===== src/design/ucct_map.svh =====
`ifndef UCCT_MAP_SVH
`define UCCT_MAP_SVH

// ----------------------------------------
// Register byte addresses
// ----------------------------------------
`define UCCT_OFS_IRQ_ENABLE   8'h00
`define UCCT_OFS_FRAME_COUNT  8'h04
`define UCCT_OFS_BANK_SELECT  8'h08
`define UCCT_OFS_TEST_CONTROL 8'h0C
`define UCCT_OFS_TX_MAXP      8'h10
`define UCCT_OFS_IRQ_STATUS   8'h14
`define UCCT_OFS_LINK_STATUS  8'h18

// ----------------------------------------
// Reset values
// ----------------------------------------
`define UCCT_RST_IRQ_ENABLE   8'h06
`define UCCT_RST_BANK_SELECT  4'h0
`define UCCT_RST_TEST_CONTROL 8'h00
`define UCCT_RST_TX_MAXP      11'h000

// ----------------------------------------
// Field positions
// ----------------------------------------
`define UCCT_IRQ_SUPPLY_FAULT 7
`define UCCT_IRQ_LINK_REQUEST 6
`define UCCT_IRQ_DETACH       5
`define UCCT_IRQ_ATTACH       4
`define UCCT_IRQ_SOF          3
`define UCCT_IRQ_RESET_BABBLE 2
`define UCCT_IRQ_RESUME       1
`define UCCT_IRQ_SUSPEND      0

`define UCCT_TM_FORCE_HOST    7
`define UCCT_TM_LOOPBACK      6
`define UCCT_TM_PIN_FS        5
`define UCCT_TM_PIN_HS        4
`define UCCT_TM_TEST_PACKET   3
`define UCCT_TM_TEST_K        2
`define UCCT_TM_TEST_J        1
`define UCCT_TM_IDLE_NAK      0

// ----------------------------------------
// Test packet length in bytes
// ----------------------------------------
`define UCCT_TEST_PACKET_BYTES 6'd53

`endif


===== src/design/ucct_pkg.sv =====
package ucct_pkg;

	typedef enum logic [1:0] {
		UCCT_SPEED_FULL = 2'b00,
		UCCT_SPEED_HIGH = 2'b01,
		UCCT_SPEED_NEG  = 2'b10
	} ucct_speed_t;

	typedef enum logic [2:0] {
		UCCT_LINE_NORMAL = 3'b000,
		UCCT_LINE_K      = 3'b001,
		UCCT_LINE_J      = 3'b010,
		UCCT_LINE_PACKET = 3'b011,
		UCCT_LINE_NAK    = 3'b100
	} ucct_line_t;

	typedef enum logic [1:0] {
		UCCT_ROLE_IDLE = 2'b00,
		UCCT_ROLE_HOST = 2'b01,
		UCCT_ROLE_PERI = 2'b10
	} ucct_role_t;

endpackage : ucct_pkg


===== src/design/ucct_regs.sv =====
// Function
// Eight read/write common interrupt enable bits.
// Reset/babble and resume enables reset to one.
// Frame number read-only, upper bits zero.
// Four-bit endpoint select picks mapped bank.
// Software selects endpoint before indexed access.
// Forced host plus session enters host mode.
// Forced host held until session clears.
// Forced host speed from forced speed bits.
// Loopback bit moves packet, then self-clears.
// Forced full-speed settles on USB reset.
// Forced high-speed settles on USB reset.
// Test packet of 53 bytes sent repeatedly.
// Software loads test packet before mode.
// K test drives continuous K state.
// J test drives continuous J state.
// SE0/NAK test: high speed, NAK every IN.
// Max packet field, eleven bits, resets zero.
// Enabled flags interrupt; status read clears.
// Frame number updated with start-of-frame flag.
//
// The address map and register access over AXI4-Lite were chosen for this implementation.
`include "ucct_map.svh"
`timescale 1ns/1ps
`default_nettype none

module ucct_regs
	import ucct_pkg::*;
#(
	parameter int ADDR_W = 8
) (
	// ----------------------------------------
	// Clock and reset
	// ----------------------------------------
	input  wire logic              aclk,
	input  wire logic              aresetn,
	// ----------------------------------------
	// AXI4-Lite write channels
	// ----------------------------------------
	input  wire logic [ADDR_W-1:0] s_axi_awaddr,
	input  wire logic [2:0]        s_axi_awprot,
	input  wire logic              s_axi_awvalid,
	output var  logic              s_axi_awready,
	input  wire logic [31:0]       s_axi_wdata,
	input  wire logic [3:0]        s_axi_wstrb,
	input  wire logic              s_axi_wvalid,
	output var  logic              s_axi_wready,
	output var  logic [1:0]        s_axi_bresp,
	output var  logic              s_axi_bvalid,
	input  wire logic              s_axi_bready,
	// ----------------------------------------
	// AXI4-Lite read channels
	// ----------------------------------------
	input  wire logic [ADDR_W-1:0] s_axi_araddr,
	input  wire logic [2:0]        s_axi_arprot,
	input  wire logic              s_axi_arvalid,
	output var  logic              s_axi_arready,
	output var  logic [31:0]       s_axi_rdata,
	output var  logic [1:0]        s_axi_rresp,
	output var  logic              s_axi_rvalid,
	input  wire logic              s_axi_rready,
	// ----------------------------------------
	// Link events from the protocol engine
	// ----------------------------------------
	input  wire logic [7:0]        irq_event,
	input  wire logic [10:0]       sof_frame_number,
	input  wire logic              session_active,
	input  wire logic              usb_reset_seen,
	input  wire logic              in_token_seen,
	input  wire logic              test_packet_byte_taken,
	input  wire logic              loopback_done,
	// ----------------------------------------
	// Controls toward the link and FIFOs
	// ----------------------------------------
	output var  logic              irq,
	output var  logic [3:0]        endpoint_bank_number,
	output var  logic [10:0]       packet_byte_limit,
	output var  logic              host_mode,
	output var  ucct_speed_t       link_speed,
	output var  ucct_line_t        line_drive,
	output var  logic              loopback_start,
	output var  logic              test_packet_active,
	output var  logic [5:0]        test_packet_index,
	output var  logic              nak_in_token
);

	initial begin
		if (ADDR_W < 5 || ADDR_W > 32) begin
			$error("ucct_regs: ADDR_W must lie between 5 and 32.");
		end
	end

	// ----------------------------------------
	// Register state
	// ----------------------------------------
	logic [7:0]  common_irq_enable;
	logic [7:0]  irq_status;
	logic [10:0] last_frame_count;
	logic [7:0]  compliance_test_control;
	logic        aw_held;
	logic        w_held;
	logic [ADDR_W-1:0] aw_addr;
	logic [31:0] w_data;
	logic [3:0]  w_strb;
	logic        loopback_busy;
	logic        forced_host_latch;
	ucct_speed_t speed_state;

	// ----------------------------------------
	// Write decode
	// ----------------------------------------
	wire         wr_fire   = aw_held && w_held && !s_axi_bvalid;
	wire [7:0]   wr_ofs    = {aw_addr[7:2], 2'b00};
	wire         wr_b0     = wr_fire && w_strb[0];
	wire         wr_b1     = wr_fire && w_strb[1];
	wire         hit_en_w  = (wr_ofs == `UCCT_OFS_IRQ_ENABLE);
	wire         hit_bank_w = (wr_ofs == `UCCT_OFS_BANK_SELECT);
	wire         hit_tm_w  = (wr_ofs == `UCCT_OFS_TEST_CONTROL);
	wire         hit_mxp_w = (wr_ofs == `UCCT_OFS_TX_MAXP);
	wire         wr_known  = hit_en_w || hit_bank_w || hit_tm_w || hit_mxp_w
		|| (wr_ofs == `UCCT_OFS_FRAME_COUNT) || (wr_ofs == `UCCT_OFS_IRQ_STATUS)
		|| (wr_ofs == `UCCT_OFS_LINK_STATUS);
	wire         wr_high_ok = (aw_addr[ADDR_W-1:2] >> 6) == '0;
	wire         tm_write  = wr_b0 && hit_tm_w && wr_high_ok;
	wire         loop_req  = tm_write && w_data[`UCCT_TM_LOOPBACK] && !loopback_busy;

	// ----------------------------------------
	// Read decode
	// ----------------------------------------
	wire         rd_fire   = s_axi_arvalid && s_axi_arready;
	wire [7:0]   rd_ofs    = {s_axi_araddr[7:2], 2'b00};
	wire         rd_high_ok = (s_axi_araddr[ADDR_W-1:2] >> 6) == '0;
	wire [7:0]   tm_read   = compliance_test_control & ~(8'h01 << `UCCT_TM_LOOPBACK);
	wire [7:0]   link_stat = {3'h0, loopback_busy, test_packet_active,
		speed_state, host_mode};
	logic [31:0] rd_value;
	logic        rd_ok;
	always_comb begin
		rd_value = 32'h0000_0000;
		rd_ok    = rd_high_ok;
		if (rd_ofs == `UCCT_OFS_IRQ_ENABLE) begin
			rd_value = {24'h00_0000, common_irq_enable};
		end else if (rd_ofs == `UCCT_OFS_FRAME_COUNT) begin
			rd_value = {21'h00_0000, last_frame_count};
		end else if (rd_ofs == `UCCT_OFS_BANK_SELECT) begin
			rd_value = {28'h000_0000, endpoint_bank_number};
		end else if (rd_ofs == `UCCT_OFS_TEST_CONTROL) begin
			rd_value = {24'h00_0000, tm_read};
		end else if (rd_ofs == `UCCT_OFS_TX_MAXP) begin
			rd_value = {21'h00_0000, packet_byte_limit};
		end else if (rd_ofs == `UCCT_OFS_IRQ_STATUS) begin
			rd_value = {24'h00_0000, irq_status};
		end else if (rd_ofs == `UCCT_OFS_LINK_STATUS) begin
			rd_value = {24'h00_0000, link_stat};
		end else begin
			rd_ok = 1'b0;
		end
	end
	wire         status_rd = rd_fire && rd_ok && (rd_ofs == `UCCT_OFS_IRQ_STATUS);

	// ----------------------------------------
	// Write channel handshake
	// ----------------------------------------
	always_ff @(posedge aclk) begin
		if (!aresetn) begin
			aw_held       <= 1'b0;
			w_held        <= 1'b0;
			aw_addr       <= '0;
			w_data        <= 32'h0000_0000;
			w_strb        <= 4'h0;
			s_axi_awready <= 1'b0;
			s_axi_wready  <= 1'b0;
			s_axi_bvalid  <= 1'b0;
			s_axi_bresp   <= 2'b00;
		end else begin
			s_axi_awready <= !aw_held && !s_axi_awready && !s_axi_bvalid;
			s_axi_wready  <= !w_held && !s_axi_wready && !s_axi_bvalid;
			if (s_axi_awvalid && s_axi_awready) begin
				aw_held <= 1'b1;
				aw_addr <= s_axi_awaddr;
			end
			if (s_axi_wvalid && s_axi_wready) begin
				w_held <= 1'b1;
				w_data <= s_axi_wdata;
				w_strb <= s_axi_wstrb;
			end
			if (wr_fire) begin
				aw_held      <= 1'b0;
				w_held       <= 1'b0;
				s_axi_bvalid <= 1'b1;
				s_axi_bresp  <= (wr_known && wr_high_ok) ? 2'b00 : 2'b10;
			end else if (s_axi_bvalid && s_axi_bready) begin
				s_axi_bvalid <= 1'b0;
			end
		end
	end

	// ----------------------------------------
	// Read channel handshake
	// ----------------------------------------
	always_ff @(posedge aclk) begin
		if (!aresetn) begin
			s_axi_arready <= 1'b0;
			s_axi_rvalid  <= 1'b0;
			s_axi_rdata   <= 32'h0000_0000;
			s_axi_rresp   <= 2'b00;
		end else begin
			s_axi_arready <= !s_axi_arready && !s_axi_rvalid;
			if (rd_fire) begin
				s_axi_rvalid <= 1'b1;
				s_axi_rdata  <= rd_value;
				s_axi_rresp  <= rd_ok ? 2'b00 : 2'b10;
			end else if (s_axi_rvalid && s_axi_rready) begin
				s_axi_rvalid <= 1'b0;
			end
		end
	end

	// ----------------------------------------
	// Software registers
	// ----------------------------------------
	always_ff @(posedge aclk) begin
		if (!aresetn) begin
			common_irq_enable       <= `UCCT_RST_IRQ_ENABLE;
			endpoint_bank_number    <= `UCCT_RST_BANK_SELECT;
			compliance_test_control <= `UCCT_RST_TEST_CONTROL;
			packet_byte_limit       <= `UCCT_RST_TX_MAXP;
		end else begin
			if (wr_b0 && hit_en_w && wr_high_ok) begin
				common_irq_enable <= w_data[7:0];
			end
			if (wr_b0 && hit_bank_w && wr_high_ok) begin
				endpoint_bank_number <= w_data[3:0];
			end
			if (tm_write) begin
				compliance_test_control <= w_data[7:0]
					& ~(8'h01 << `UCCT_TM_LOOPBACK);
			end
			if (wr_b0 && hit_mxp_w && wr_high_ok) begin
				packet_byte_limit[7:0] <= w_data[7:0];
			end
			if (wr_b1 && hit_mxp_w && wr_high_ok) begin
				packet_byte_limit[10:8] <= w_data[10:8];
			end
		end
	end

	// ----------------------------------------
	// Interrupt status and frame capture
	// ----------------------------------------
	// A new event in the cycle of a status read survives the clear.
	always_ff @(posedge aclk) begin
		if (!aresetn) begin
			irq_status       <= 8'h00;
			last_frame_count <= 11'h000;
			irq              <= 1'b0;
		end else begin
			irq_status <= (status_rd ? 8'h00 : irq_status) | irq_event;
			if (irq_event[`UCCT_IRQ_SOF]) begin
				last_frame_count <= sof_frame_number;
			end
			irq <= |(((status_rd ? 8'h00 : irq_status) | irq_event)
				& common_irq_enable);
		end
	end

	// ----------------------------------------
	// Loopback, forced host and speed
	// ----------------------------------------
	// The loopback bit is held internally until the FIFO side reports the move.
	always_ff @(posedge aclk) begin
		if (!aresetn) begin
			loopback_start    <= 1'b0;
			loopback_busy     <= 1'b0;
			forced_host_latch <= 1'b0;
			host_mode         <= 1'b0;
			speed_state       <= UCCT_SPEED_NEG;
		end else begin
			loopback_start <= loop_req;
			if (loop_req) begin
				loopback_busy <= 1'b1;
			end else if (loopback_done) begin
				loopback_busy <= 1'b0;
			end
			if (!session_active) begin
				forced_host_latch <= 1'b0;
			end else if (compliance_test_control[`UCCT_TM_FORCE_HOST]) begin
				forced_host_latch <= 1'b1;
			end
			host_mode <= session_active
				&& (forced_host_latch || compliance_test_control[`UCCT_TM_FORCE_HOST]);
			if (compliance_test_control[`UCCT_TM_IDLE_NAK]) begin
				speed_state <= UCCT_SPEED_HIGH;
			end else if (forced_host_latch || usb_reset_seen) begin
				if (compliance_test_control[`UCCT_TM_PIN_HS]) begin
					speed_state <= UCCT_SPEED_HIGH;
				end else if (compliance_test_control[`UCCT_TM_PIN_FS]) begin
					speed_state <= UCCT_SPEED_FULL;
				end else if (usb_reset_seen) begin
					speed_state <= UCCT_SPEED_NEG;
				end
			end
		end
	end
	always_comb link_speed = speed_state;

	// ----------------------------------------
	// Line test modes
	// ----------------------------------------
	// Only one line mode may drive at once; the lowest-numbered set bit wins.
	wire         tp_on    = compliance_test_control[`UCCT_TM_TEST_PACKET];
	wire [5:0]   tp_last  = `UCCT_TEST_PACKET_BYTES - 6'd1;
	always_ff @(posedge aclk) begin
		if (!aresetn) begin
			line_drive         <= UCCT_LINE_NORMAL;
			test_packet_active <= 1'b0;
			test_packet_index  <= 6'h00;
			nak_in_token       <= 1'b0;
		end else begin
			if (compliance_test_control[`UCCT_TM_IDLE_NAK]) begin
				line_drive <= UCCT_LINE_NAK;
			end else if (compliance_test_control[`UCCT_TM_TEST_J]) begin
				line_drive <= UCCT_LINE_J;
			end else if (compliance_test_control[`UCCT_TM_TEST_K]) begin
				line_drive <= UCCT_LINE_K;
			end else if (tp_on) begin
				line_drive <= UCCT_LINE_PACKET;
			end else begin
				line_drive <= UCCT_LINE_NORMAL;
			end
			test_packet_active <= tp_on;
			if (!tp_on) begin
				test_packet_index <= 6'h00;
			end else if (test_packet_byte_taken) begin
				test_packet_index <= (test_packet_index == tp_last)
					? 6'h00 : test_packet_index + 6'h01;
			end
			nak_in_token <= compliance_test_control[`UCCT_TM_IDLE_NAK]
				&& in_token_seen;
		end
	end

endmodule : ucct_regs

`default_nettype wire


===== config.mk =====
export PLATFORM = sky130hd
export DESIGN_NAME = ucct_regs
export DESIGN_NICKNAME = d
export VERILOG_FILES = /design/src/design/ucct_pkg.sv /design/src/design/ucct_regs.sv
export VERILOG_INCLUDE_DIRS = /design/src /design/src/design
export SDC_FILE = /design/constraint.sdc
export NUM_CORES = 1
export LEC_CHECK = 0
export BUFFER_PORTS_ARGS = -buffer_cell sky130_fd_sc_hd__buf_2
export CAP_MARGIN = 40
export CORE_MARGIN = 1
export CORE_UTILIZATION = 52
export DETAILED_ROUTE_END_ITERATION = 7
export GPL_TIMING_DRIVEN = 1
export PLACE_DENSITY = 0.81
export SETUP_SLACK_MARGIN = 0.05
export SYNTH_ARGS = -nofsm -noshare
export SYNTH_HDL_FRONTEND = slang
export SYNTH_SLANG_ARGS = --single-unit

===== constraint.sdc =====
create_clock -name aclk -period 3.6 [get_ports aclk]
set_input_delay 1.08 -clock aclk [delete_from_list [all_inputs] [get_ports aclk]]
set_output_delay 1.08 -clock aclk [all_outputs]
set_load 0.02 [all_outputs]

==> summary.md, run 1 <==
| Metric | Value |
|---|---|
| Vias in the first global route | roughly 3,600 |
| Die Height | 95.9 um |
| Worst Path Required | 3.88 ns |
| P&R area growth vs syn | 14.5% |
| Antenna Nets Post-Route | 0 |
| Max VDD drop | about 0.25 mV |
| Worst Path Arrival | between 2 and 3 ns |
| Worst Skew | approximately 0.007 ns |
| Clock-pin slew of the registers on the worst-case setup and hold paths | 0.09 ns |
| First-pass DRT Iterations | 5 |
| Multiplexer area fraction after synthesis | a little over 8% |
| Endpoints failing hold | 0 |
| Ports | 161 |
| Antenna cells | 0 |
| HP Class | reg2reg |
| Reg2reg end | packet_byte_limit[1]$_SDFFE_PN0P_ |
| R2R depth | 4 |
| Max frequency | 437 MHz |
| Post-route clock period utilization | a little under two thirds |
| Hpwl dp | roughly 8.1 mm |
| Worst-path maximum fanout | 20 |
| Die footprint | 9200 sq um |
| Critical path type | in2reg |
| CTS tree | yes |
| Gpl congestion | just under 0.9 |
| Slew headroom | between 40% and 50% |
| Adder-cell share of the synthesized area | less than 1% |
| Core Region | 8380 sq um |
| Min Tclk post-route | 2.29 ns |
| Initial antenna violation count | 0 |
| Root Buffer | clkbuf_8 |
| Startpoint class of the critical path | primary input |
| Xor/xnor share of the synthesized area | less than 1% |
| Post-synth top flop | dfxtp_1 |
| WP depth | 5 |
| Layout cells sized above 1 | a little over a fifth |
| Slowest CP cell | or4_1 |
| Yosys warns | 0 |
| Die Span X | roughly 96 um |
| Syn_area_per_cell | slightly below 9 sq um |
| Simple-gate share of the synthesized area | a little over a fifth |
| H-tree Lvls | 3 |
| Gr ovfl total | 0 |
| Max incr delay on CP | between 0.4 and 0.5 ns |
| Post-synthesis sequential element count | 106 |
| CP Buf/Inv Count | 1 |
| Sequential fraction of the synthesis area | between 40% and 50% |
| Compound-cell area share of the yosys netlist | about 16% |
| Crit path to | s_axi_rdata[1]$_SDFFE_PN0P_ |
| Mapped cell area | around 4600 sq um |
| Post-CTS sizing | 0 |
| Max cap viols | 0 |
| Number of buffers created by CTS | 9 |
| Starting Density | between 50 and 60% |
| PortBufs | between 100 and 150 |
| Worst reg-to-reg setup slack | between 1 and 1.5 ns |
| Slew @ Worst Pin | ~0.8 ns |
| Unique masters post-synth | 55 |
| First-pass GRT wire length | between 15 and 20 mm |
| # DRC | 0 |
| Fin. max-slew vios | 0 |
| Status | completed |
| Routed len/inst | 15.4 um |
| Final net count | ~700 |
| Hold bufs inserted after CTS | 0 |
| CTS max path bufs | 2 |
| Initial DRC count | around 270 |
| FF-to-FF Start | s_axi_bvalid$_SDFFE_PN0P_ |
| Cells along the critical path | buf_2 > or4_1 > nor3_1 > nand2_1 > o221ai_1 |
| Total power divided by cell area | between 400 and 500 nW/um^2 |
| Vias | approximately 4,000 |
| Number of synthesized flops with an enable pin | 0 |
| Vias per inst | between 5 and 6 |
| Ys async rst share | 0% |
| Final setup violation count | 0 |
| Largest net degree at the start of global routing | between 50 and 60 |
| Syn Inst Count | around 530 |
| Setup tns final | 0 ns |
| Critical Path Start | s_axi_araddr[4] |
| Cell Rows | 33 |
| Post-CTS setup buffer count | 0 |
| Clock sinks | between 100 and 150 |
| Largest family of logic cells by synthesized area | simple AND/OR/NAND/NOR gates |
| Total GRT Usage | approximately 25% |
| Fin util | 62.6% |
| Crit. End Element | flip-flop |
| Clk Latency, worst-skew pair | between 0.3 and 0.4 ns |
| Final wirelength | ~11 mm |
| Leakage | 2.18 nW |
| RSZ-0062 raised after global routing | false |
| Top Family by Delay on Critical Path | simple AND/OR/NAND/NOR gates |
-- through the flow --
stage | cell area, sq um | worst slack, ns | hold slack [ns] | power, W | std cells
global placement | 5060 | 0.987 | 0.435 | 0.00146 | 707
detailed placement | 5060 | 0.976 | 0.436 | 0.00147 | 707
floorplan | 4670 | 1.21 | 0.417 | 0.00142 | 547
global route | 5250 | 1.17 | 0.481 | 0.00224 | 723
CTS | 5250 | 1.35 | 0.454 | 0.00216 | 723
finish | 5250 | 1.31 | 0.452 | 0.00215 | 723
-- sequential cells by signal, summed over array words and instances, names as in the netlist, 2 cells and up --
signal and cells:
s_axi_rdata 11, test_packet_index 6, irq_status 8, aw_addr 6, line_drive 3, w_strb 2
common_irq_enable 8, compliance_test_control 7, w_data 11, endpoint_bank_number 4, packet_byte_limit 11, link_speed 2
last_frame_count 11
-- report_power, final --
group / switching, W / internal, W / leakage [nW] / total, W
sequential: 0.0000296 / 0.00121 / 0.862 / 0.00124
combinational: 0.000137 / 0.0000733 / 1.22 / 0.000211
clock: 0.000404 / 0.000298 / 0.0989 / 0.000702
total: 0.000571 / 0.00158 / 2.18 / 0.00215
-- logic make-up after synthesis --
kind of cell,count (synthesis)
simple gates,199
other cells,1
fa+ha+maj,2
mux,38
flops,106
compound gates,114
buf+inv,60
xor+xnor,5
-- layout by cell type (no fill, tap or decap), types with 3 or more instances in the layout --
master / n
dfxtp_1: 106
buf_2: 104
nand2_1: 62
nor2_1: 58
a21oi_1: 43
mux2i_1: 38
nand3_1: 23
conb_1: 23
o21ai_0: 20
nand2b_1: 13
a22oi_1: 11
clkbuf_8: 11
nor3_1: 9
nor2b_1: 6
inv_1: 5
nand4_1: 5
o31ai_1: 5
buf_4: 5
o21a_1: 4
o221ai_1: 4
or3_1: 3
and2_1: 3
o22ai_1: 3
xor2_1: 3
a22o_1: 3
a31oi_1: 3
-- layout make-up --
type                    count  area (sq um)
fillers                   738          3130
multi-input cells         381          2230
clock buffers              12           155
clock inverters             4          33.8
inverters                   6          22.5
repair buffers            109           558
well taps                 105           131
flip-flops and latches    106          2120
-- how the worst min path moves through the flow --
stage                              start                       end  slack, ns  cells after the start
6_report       s_axi_rvalid$_SDFFE_PN0P_  s_axi_arready$_SDFF_PN0_       0.45                      1
5_1_grt        s_axi_rvalid$_SDFFE_PN0P_  s_axi_arready$_SDFF_PN0_       0.48                      1
4_1_cts        s_axi_rvalid$_SDFFE_PN0P_  s_axi_arready$_SDFF_PN0_       0.45                      1
3_5_place_dp         w_held$_SDFFE_PP0P_   s_axi_wready$_SDFF_PN0_       0.44                      1
3_3_place_gp   s_axi_rvalid$_SDFFE_PN0P_  s_axi_arready$_SDFF_PN0_       0.43                      1
2_1_floorplan        w_held$_SDFFE_PP0P_   s_axi_wready$_SDFF_PN0_       0.42                      1
-- routing by layer --
layer	GRT usage, %	wire (um)	vias up
met3	5.85	740	13
met2	41.1	5160	167
met5	0	0	-
li1	-	-	1969
met4	7.21	174	0
met1	33.8	5040	1847
-- Yosys cell counts (2+ instances only) --
cell       count  area [sq um]
a21boi_0       2          15.0
a21oi_1       43           215
a221oi_1       2          17.5
a22o_1         3          26.3
a22oi_1       11          82.6
a31oi_1        3          18.8
and2_1         3          18.8
buf_1          3          11.3
buf_4         23           173
clkbuf_1      26          97.6
dfxtp_1      106          2120
ha_1           2          25.0
inv_1          5          18.8
mux2i_1       38           380
nand2_1       62           233
nand2b_1      13          81.3
nand3_1       23           115
nand3b_1       2          15.0
nand4_1        5          31.3
nor2_1        58           218
nor2b_1        6          37.5
nor3_1         9          45.0
nor4_1         2          12.5
nor4_2         2          25.0
nor4_4         2          42.5
o211a_1        2          20.0
o21a_1         4          30.0
o21ai_0       20           100
o221ai_1       4          35.0
o22ai_1        3          18.8
o2bb2ai_1      2          17.5
o31ai_1        5          37.5
o41ai_1        2          17.5
or3_1          3          18.8
or3b_2         2          17.5
or4_1          2          15.0
xnor2_1        2          17.5
xor2_1         3          26.3
(Power assumes the default switching activity.)
==> run 2, diff against run 1 <==
--- a/config.mk
+++ b/config.mk
@@ -9,10 +9,10 @@
 export BUFFER_PORTS_ARGS = -buffer_cell sky130_fd_sc_hd__buf_2
 export CAP_MARGIN = 40
 export CORE_MARGIN = 1
-export CORE_UTILIZATION = 52
+export CORE_UTILIZATION = 50
 export DETAILED_ROUTE_END_ITERATION = 7
 export GPL_TIMING_DRIVEN = 1
-export PLACE_DENSITY = 0.81
+export PLACE_DENSITY = 0.78
 export SETUP_SLACK_MARGIN = 0.05
 export SYNTH_ARGS = -nofsm -noshare
 export SYNTH_HDL_FRONTEND = slang
==> constraint.sdc (replaced) <==
create_clock -name aclk -period 2.3 [get_ports aclk]
set_input_delay 0.69 -clock aclk [delete_from_list [all_inputs] [get_ports aclk]]
set_output_delay 0.69 -clock aclk [all_outputs]
set_load 0.02 [all_outputs]
==> run 2 against run 1 <==
The flow now finishes with violations (DRC). Sequential share of layout area down 0.84 points. Non-clock buffer count up 10. Total power up 61%. Wire length up 0.34%. Worst setup slack worse by 0.92 ns. Count of clock-buffer cells in the layout down 2. Global-route usage down 1.8 points. Die area up 3.9%. Register-to-register slack worse by 1.1 ns. Sequential cell count unchanged. Clock power up 70%. Clock skew up 0.0070 ns. Highest routed layer unchanged.
==> summary.md, run 2 (synthesized netlist as in run 1, its figures left out) <==
| Metric | Value |
|---|---|
| Largest net degree at the start of global routing | 71 (+20%) |
| Hold Path Cell Cnt | 1 (unchanged) |
| Gr ovfl total | 0 (unchanged) |
| Die footprint | 9560 sq um (+3.9%) |
| Endpoints failing hold | 0 (unchanged) |
| Final net count | 714 (+1.4%) |
| Die Span X | 97.8 um (+1.9%) |
| Status | finished with violations |
| Initial DRC count | 275 (+0.36%) |
| Pint | 0.00256 W (+62%) |
| Root Buffer | clkbuf_8 |
| First-pass DRT Iterations | 7 (+2) |
| Reg2reg end | endpoint_bank_number[3]$_SDFFE_PN0P_ |
| Clk Latency, worst-skew pair | 0.36 ns (about the same) |
| Post-route clock period utilization | 82.8% |
| Total GRT Usage | 23.6% (-1.8 points) |
| Sequential power share | 55.9% (-1.6 points) |
| Leakage | 2.24 nW (+2.7%) |
| PortBufs | 104 (unchanged) |
| Max cap viols | 0 (unchanged) |
| HP Start | s_axi_rvalid$_SDFFE_PN0P_ |
| Routed len/inst | 15.2 um (-1.4%) |
| Top Layer Used | met4 |
| Crit. End Element | flip-flop |
| Worst Path Required | 2.55 ns (-1.33 ns) |
| Initial antenna violation count | 0 (unchanged) |
| Routed wl met3 | 830 um (+12%) |
| Vias in the first global route | 3,656 (+1.5%) |
| Fin. max-slew vios | 0 (unchanged) |
| P&R area growth vs syn | 16.9% |
| Number of buffers created by CTS | 9 (unchanged) |
| Final setup violation count | 0 (unchanged) |
| # DRC | 26 (+26) |
| Slew headroom | 54.9% (+8.2 points) |
| Critical Path Start | aw_addr[5]$_SDFFE_PN0P_ |
| Metal1 wirelength | 4.92 mm (-2.3%) |
| Clock-pin slew of the registers on the worst-case setup and hold paths | 0.10 ns (about the same) |
| Commonest non-fill, non-tap cells in the layout | 106 x dfxtp_1, 104 x buf_2, 62 x nand2_1 |
| CTS max path bufs | 2 (unchanged) |
| Vias per inst | 5.50 (-0.49%) |
| Gpl congestion | 0.892 (+1.8%) |
| Max VDD drop | 0.359 mV (+44%) |
| Antenna Nets Post-Route | 0 (unchanged) |
| CP Buf/Inv Count | 0 (-1) |
| Worst Skew | 0.0141 ns (+0.00696 ns) |
| FF-to-FF Start | aw_addr[5]$_SDFFE_PN0P_ |
| Hold Path End | s_axi_arready$_SDFF_PN0_ |
| Post-CTS setup buffer count | 0 (unchanged) |
| Vias | 4,048 (+1.3%) |
| Critical path type | reg2reg |
| Sw Ratio | 26.1% (-0.47 points) |
| HP Class | reg2reg |
| Clock network power share | 34.3% (+1.6 points) |
| Final wirelength | 11.2 mm (+0.34%) |
| Finished Cell Area | 5360 sq um (+2.1%) |
| Slew @ Worst Pin | 0.676 ns (-0.118 ns) |
| Ports | 161 (unchanged) |
| Placed instance area | 5150 sq um (+1.8%) |
| Failing checks | DRC |
| Total power divided by cell area | 645 nW/um^2 (+58%) |
| Die Height | 97.8 um (+1.9%) |
| Hpwl dp | 8.27 mm (+1.9%) |
| Comb pwr share | 9.8% (about the same) |
| Worst-path maximum fanout | 8 (-60%) |
| Top Family by Delay on Critical Path | simple AND/OR/NAND/NOR gates |
| Slowest CP cell | or4_1 |
| Worst Slack Setup Final | 0.395 ns (-0.916 ns) |
| Setup tns final | 0 ns (unchanged) |
| H-tree Lvls | 3 (unchanged) |
| Layout cells sized above 1 | 22.8% (+1.4 points) |
| Max frequency | around 520 MHz |
| Cell Rows | 34 (+3.0%) |
| Core Region | 8810 sq um (+5.1%) |
| First-pass GRT wire length | 18.1 mm (+2.5%) |
| Pre-CTS WS | 0.158 ns (-0.818 ns) |
| R2R depth | 4 (unchanged) |
| Post-CTS sizing | 0 (unchanged) |
| Worst Path Arrival | 2.15 ns (-0.42 ns) |
| Hold bufs inserted after CTS | 0 (unchanged) |
| Commonest non-fill, non-tap cell in the layout | dfxtp_1 |
| Worst reg-to-reg setup slack | 0.39 ns (-1.10 ns) |
| Cells along the critical path | or3_1 > or4_1 > nand3_1 > o21ai_0 |
| Switch Pwr | 0.000903 W (+58%) |
| Clock sinks | 106 (unchanged) |
| CTS tree | yes |
| Startpoint class of the critical path | flip-flop |
| Max incr delay on CP | 0.72 ns (+0.24 ns) |
| Met2 wire len | 5.12 mm (-0.81%) |
| Antenna cells | 0 (unchanged) |
| RSZ-0062 raised after global routing | false |
| Starting Density | 52.1% (-2.6 points) |
| WHS | 0.453 ns (+0.000639 ns) |
| Min Tclk post-route | ~1.9 ns |
==> run 2: cell type report <==
class | count | area (sq um)
flip-flops and latches | 106 | 2120
fillers | 800 | 3450
multi-input cells | 381 | 2230
repair buffers | 119 | 646
inverters | 6 | 22.5
clock inverters | 6 | 71.3
well taps | 108 | 135
clock buffers | 10 | 138
==> run 2: worst max path at each step <==
stage,to,slack [ns],depth (start not counted)
after floorplan,irq_status[3]$_SDFF_PN0_,0.30,5
after global placement,s_axi_rdata[6]$_SDFFE_PN0P_,0.18,5
after detailed placement,s_axi_rdata[6]$_SDFFE_PN0P_,0.16,5
after CTS,endpoint_bank_number[3]$_SDFFE_PN0P_,0.39,4
after global routing,endpoint_bank_number[3]$_SDFFE_PN0P_,0.28,4
final,endpoint_bank_number[3]$_SDFFE_PN0P_,0.39,4
==> run 2: layer usage <==
metal,GRT usage [%],up-vias
li1,-,1988
met1,31.4,1857
met2,37.7,179
met3,6.16,24
met4,7.23,0
met5,0,-
==> run 2: power by group through the flow <==
| stage | clock, W | combinational, W | sequential (W) |
|---|---|---|---|
| 2_1_floorplan | 0 | 0.000250 | 0.00197 |
| 3_3_place_gp | 0 | 0.000329 | 0.00197 |
| 3_5_place_dp | 0 | 0.000337 | 0.00198 |
| 4_1_cts | 0.00121 | 0.000338 | 0.00193 |
| 5_1_grt | 0.00130 | 0.000374 | 0.00194 |
| 6_report | 0.00119 | 0.000339 | 0.00193 |
==> run 2: stage by stage <==
step           cells  power [W]  util, %
3_5_place_dp     720    0.00231     58.5
6_report         736    0.00346     60.9
5_1_grt          736    0.00361     60.9
2_1_floorplan    547    0.00222        -
3_3_place_gp     720    0.00230     58.5
4_1_cts          736    0.00348     60.9
==> run 3, diff against run 2 <==
==> constraint.sdc (replaced) <==
create_clock -name aclk -period 1.95 [get_ports aclk]
set_input_delay 0.585 -clock aclk [delete_from_list [all_inputs] [get_ports aclk]]
set_output_delay 0.585 -clock aclk [all_outputs]
set_load 0.02 [all_outputs]
==> run 3 against run 2 <==
Largest power group unchanged. The run still ends with DRC left. Cell count increased by 1.2%. Count of clock-buffer cells in the layout rose by 2. Worst setup slack lost 0.22 ns. Hold slack worse by 0.062 ns. Critical path depth up 1. Sequential share of layout area down 0.47 points. Critical endpoint is now s_axi_rdata[6]$_SDFFE_PN0P_. Global-route usage grew 1.3 points. Largest cell class unchanged.
==> summary.md, run 3 (synthesized netlist as in run 1, its figures left out) <==
| Metric | Value |
|---|---|
| Clock sinks | 106 (unchanged) |
| Total chip power | 0.00400 W (+16%) |
| HP Class | in2reg |
| Clock-pin slew of the registers on the worst-case setup and hold paths | 0.10 ns (about the same) |
| Post-CTS setup buffer count | 0 (unchanged) |
| Core Region | 8810 sq um (unchanged) |
| Register area | 2120 sq um (unchanged) |
| Max cap viols | 0 (unchanged) |
| Hold Path Cell Cnt | 2 (+1) |
| Endpoints failing hold | 0 (unchanged) |
| Hold Path End | loopback_busy$_SDFFE_PN0P_ |
| Startpoint class of the critical path | primary input |
| Reg2reg end | packet_byte_limit[6]$_SDFFE_PN0P_ |
| RSZ-0062 raised after global routing | false |
| Min Tclk post-route | 1.77 ns |
| Worst Path Required | 2.22 ns (-0.33 ns) |
| Critical path type | in2reg |
| # DRC | 26 (unchanged) |
| Slew @ Worst Pin | 0.548 ns (-0.128 ns) |
| P&R area growth vs syn | 18.3% |
| Gpl congestion | 0.926 (+3.8%) |
| Gr ovfl total | 0 (unchanged) |
| Cells along the critical path | buf_2 > or4_1 > nor3b_2 > a2111oi_0 > a211oi_1 |
| Commonest non-fill, non-tap cell in the layout | dfxtp_1 |
| HP Start | loopback_done |
| Fin util | 61.6% (+0.72 points) |
| Worst reg-to-reg setup slack | 0.21 ns (-0.18 ns) |
| Cell Rows | 34 (unchanged) |
| CTS tree | yes |
| Worst Path Arrival | 2.05 ns (-0.10 ns) |
| Die footprint | 9560 sq um (unchanged) |
| Metal1 wirelength | 5.10 mm (+3.8%) |
| Commonest non-fill, non-tap cells in the layout | 106 x dfxtp_1, 104 x buf_2, 62 x nand2_1 |
| Worst-path maximum fanout | 5 (-3) |
| Crit. End Element | flip-flop |
| First-pass GRT wire length | 18.9 mm (+4.3%) |
| Antenna Nets Post-Route | 0 (unchanged) |
| Top Layer Used | met4 |
| Die Span X | 97.8 um (unchanged) |
| Final setup violation count | 0 (unchanged) |
| Slowest CP cell | or4_1 |
| FF-to-FF Start | aw_addr[5]$_SDFFE_PN0P_ |
| Max incr delay on CP | 0.57 ns (-0.15 ns) |
| Antenna cells | 0 (unchanged) |
| PortBufs | 104 (unchanged) |
| Vias in the first global route | 3,920 (+7.2%) |
| Routed wl met3 | 842 um (+1.4%) |
| R2R depth | 6 (+2) |
| Leakage | 2.28 nW (+1.9%) |
| Die Height | 97.8 um (unchanged) |
| Total power divided by cell area | 738 nW/um^2 (+14%) |
| Root Buffer | clkbuf_8 |
| Number of buffers created by CTS | 9 (unchanged) |
| Total GRT Usage | 24.9% (+1.3 points) |
| Fin. max-slew vios | 0 (unchanged) |
| Layout fillers | 785 (-1.9%) |
| Routed len/inst | 15.6 um (+2.8%) |
| Initial antenna violation count | 0 (unchanged) |
| First-pass DRT Iterations | 7 (unchanged) |
| Failing checks | DRC |
| Area of the multi-input gates | 2230 sq um (+0.39%) |
| Largest net degree at the start of global routing | 47 (-34%) |
| Clk Latency, worst-skew pair | 0.37 ns (about the same) |
| Vias per inst | 5.55 (+0.84%) |
| Vias | 4,132 (+2.1%) |
| Layout cells sized above 1 | 24.0% (+1.2 points) |
| Worst Skew | 0.0136 ns (-0.000452 ns) |
| Final wirelength | 11.6 mm (+4.0%) |
| Met2 wire len | 5.43 mm (+6.1%) |
| H-tree Lvls | 3 (unchanged) |
| Initial DRC count | 270 (-1.8%) |
| Starting Density | 52.1% (unchanged) |
| Status | finished with violations |
| Hpwl dp | 8.55 mm (+3.4%) |
| Final net count | 723 (+1.3%) |
| Max VDD drop | 0.436 mV (+21%) |
| Slew headroom | 63.1% (+8.2 points) |
| CTS max path bufs | 2 (unchanged) |
| Max frequency | between 500 and 600 MHz |
| Post-route clock period utilization | between 90% and 100% |
| Ports | 161 (unchanged) |
[run 3: critical path: cells and delay by family]
family	cells	cell delay (ns)
and+or+nand+nor	2	0.95
buffers and inverters	1	0.12
AOI/OAI and AO/OA	2	0.39
[run 3: how the worst max path moves through the flow]
stage	from	to	slack, ns	depth (start not counted)
2_1_floorplan	s_axi_araddr[3]	irq_status[3]$_SDFF_PN0_	0.06	5
3_3_place_gp	s_axi_araddr[7]	s_axi_rdata[6]$_SDFFE_PN0P_	-0.08	5
3_5_place_dp	s_axi_araddr[7]	s_axi_rdata[6]$_SDFFE_PN0P_	-0.16	5
4_1_cts	aw_addr[5]$_SDFFE_PN0P_	endpoint_bank_number[0]$_SDFFE_PN0P_	0.12	4
5_1_grt	aw_addr[5]$_SDFFE_PN0P_	packet_byte_limit[3]$_SDFFE_PN0P_	0.1	6
6_report	s_axi_araddr[7]	s_axi_rdata[6]$_SDFFE_PN0P_	0.18	5
[run 3: final cells by class]
class / instances / share of cell area, %
clock buffer: 12 / 2.86
tap: 108 / 2.49
clock inverter: 4 / 0.623
sequential: 106 / 39.1
inverter: 6 / 0.415
multi-input combinational: 381 / 41.2
timing repair buffer: 128 / 13.3
[run 3: layer usage]
layer,vias to the layer above,GRT usage (%)
met4,0,7.46
met1,1915,32.1
met2,190,41.5
met3,19,6.01
met5,-,0
li1,2008,-
[run 3: report_power, final]
group	internal [W]	switching, W
Clock	0.000550	0.000756
Combinational	0.000157	0.000260
Sequential	0.00223	0.0000560
Total	0.00293	0.00107
[run 3: repair_timing]
item / CTS / global route
gates resized for setup: 0 / 4
hold buffers: 0 / 0
setup endpoints to repair: 0 / 10
endpoints found under the hold margin: 0 / 0
[run 3: stage by stage]
stage / hold slack (ns) / setup TNS (ns) / setup WS (ns) / area (sq um) / instances
global route: 0.367 / 0 / 0.0980 / 5420 / 745
CTS: 0.377 / 0 / 0.117 / 5410 / 745
floorplan: 0.417 / 0 / 0.0561 / 4670 / 547
finish: 0.390 / 0 / 0.176 / 5420 / 745
detailed placement: 0.444 / -0.411 / -0.161 / 5220 / 729
global placement: 0.432 / -0.187 / -0.0809 / 5220 / 729
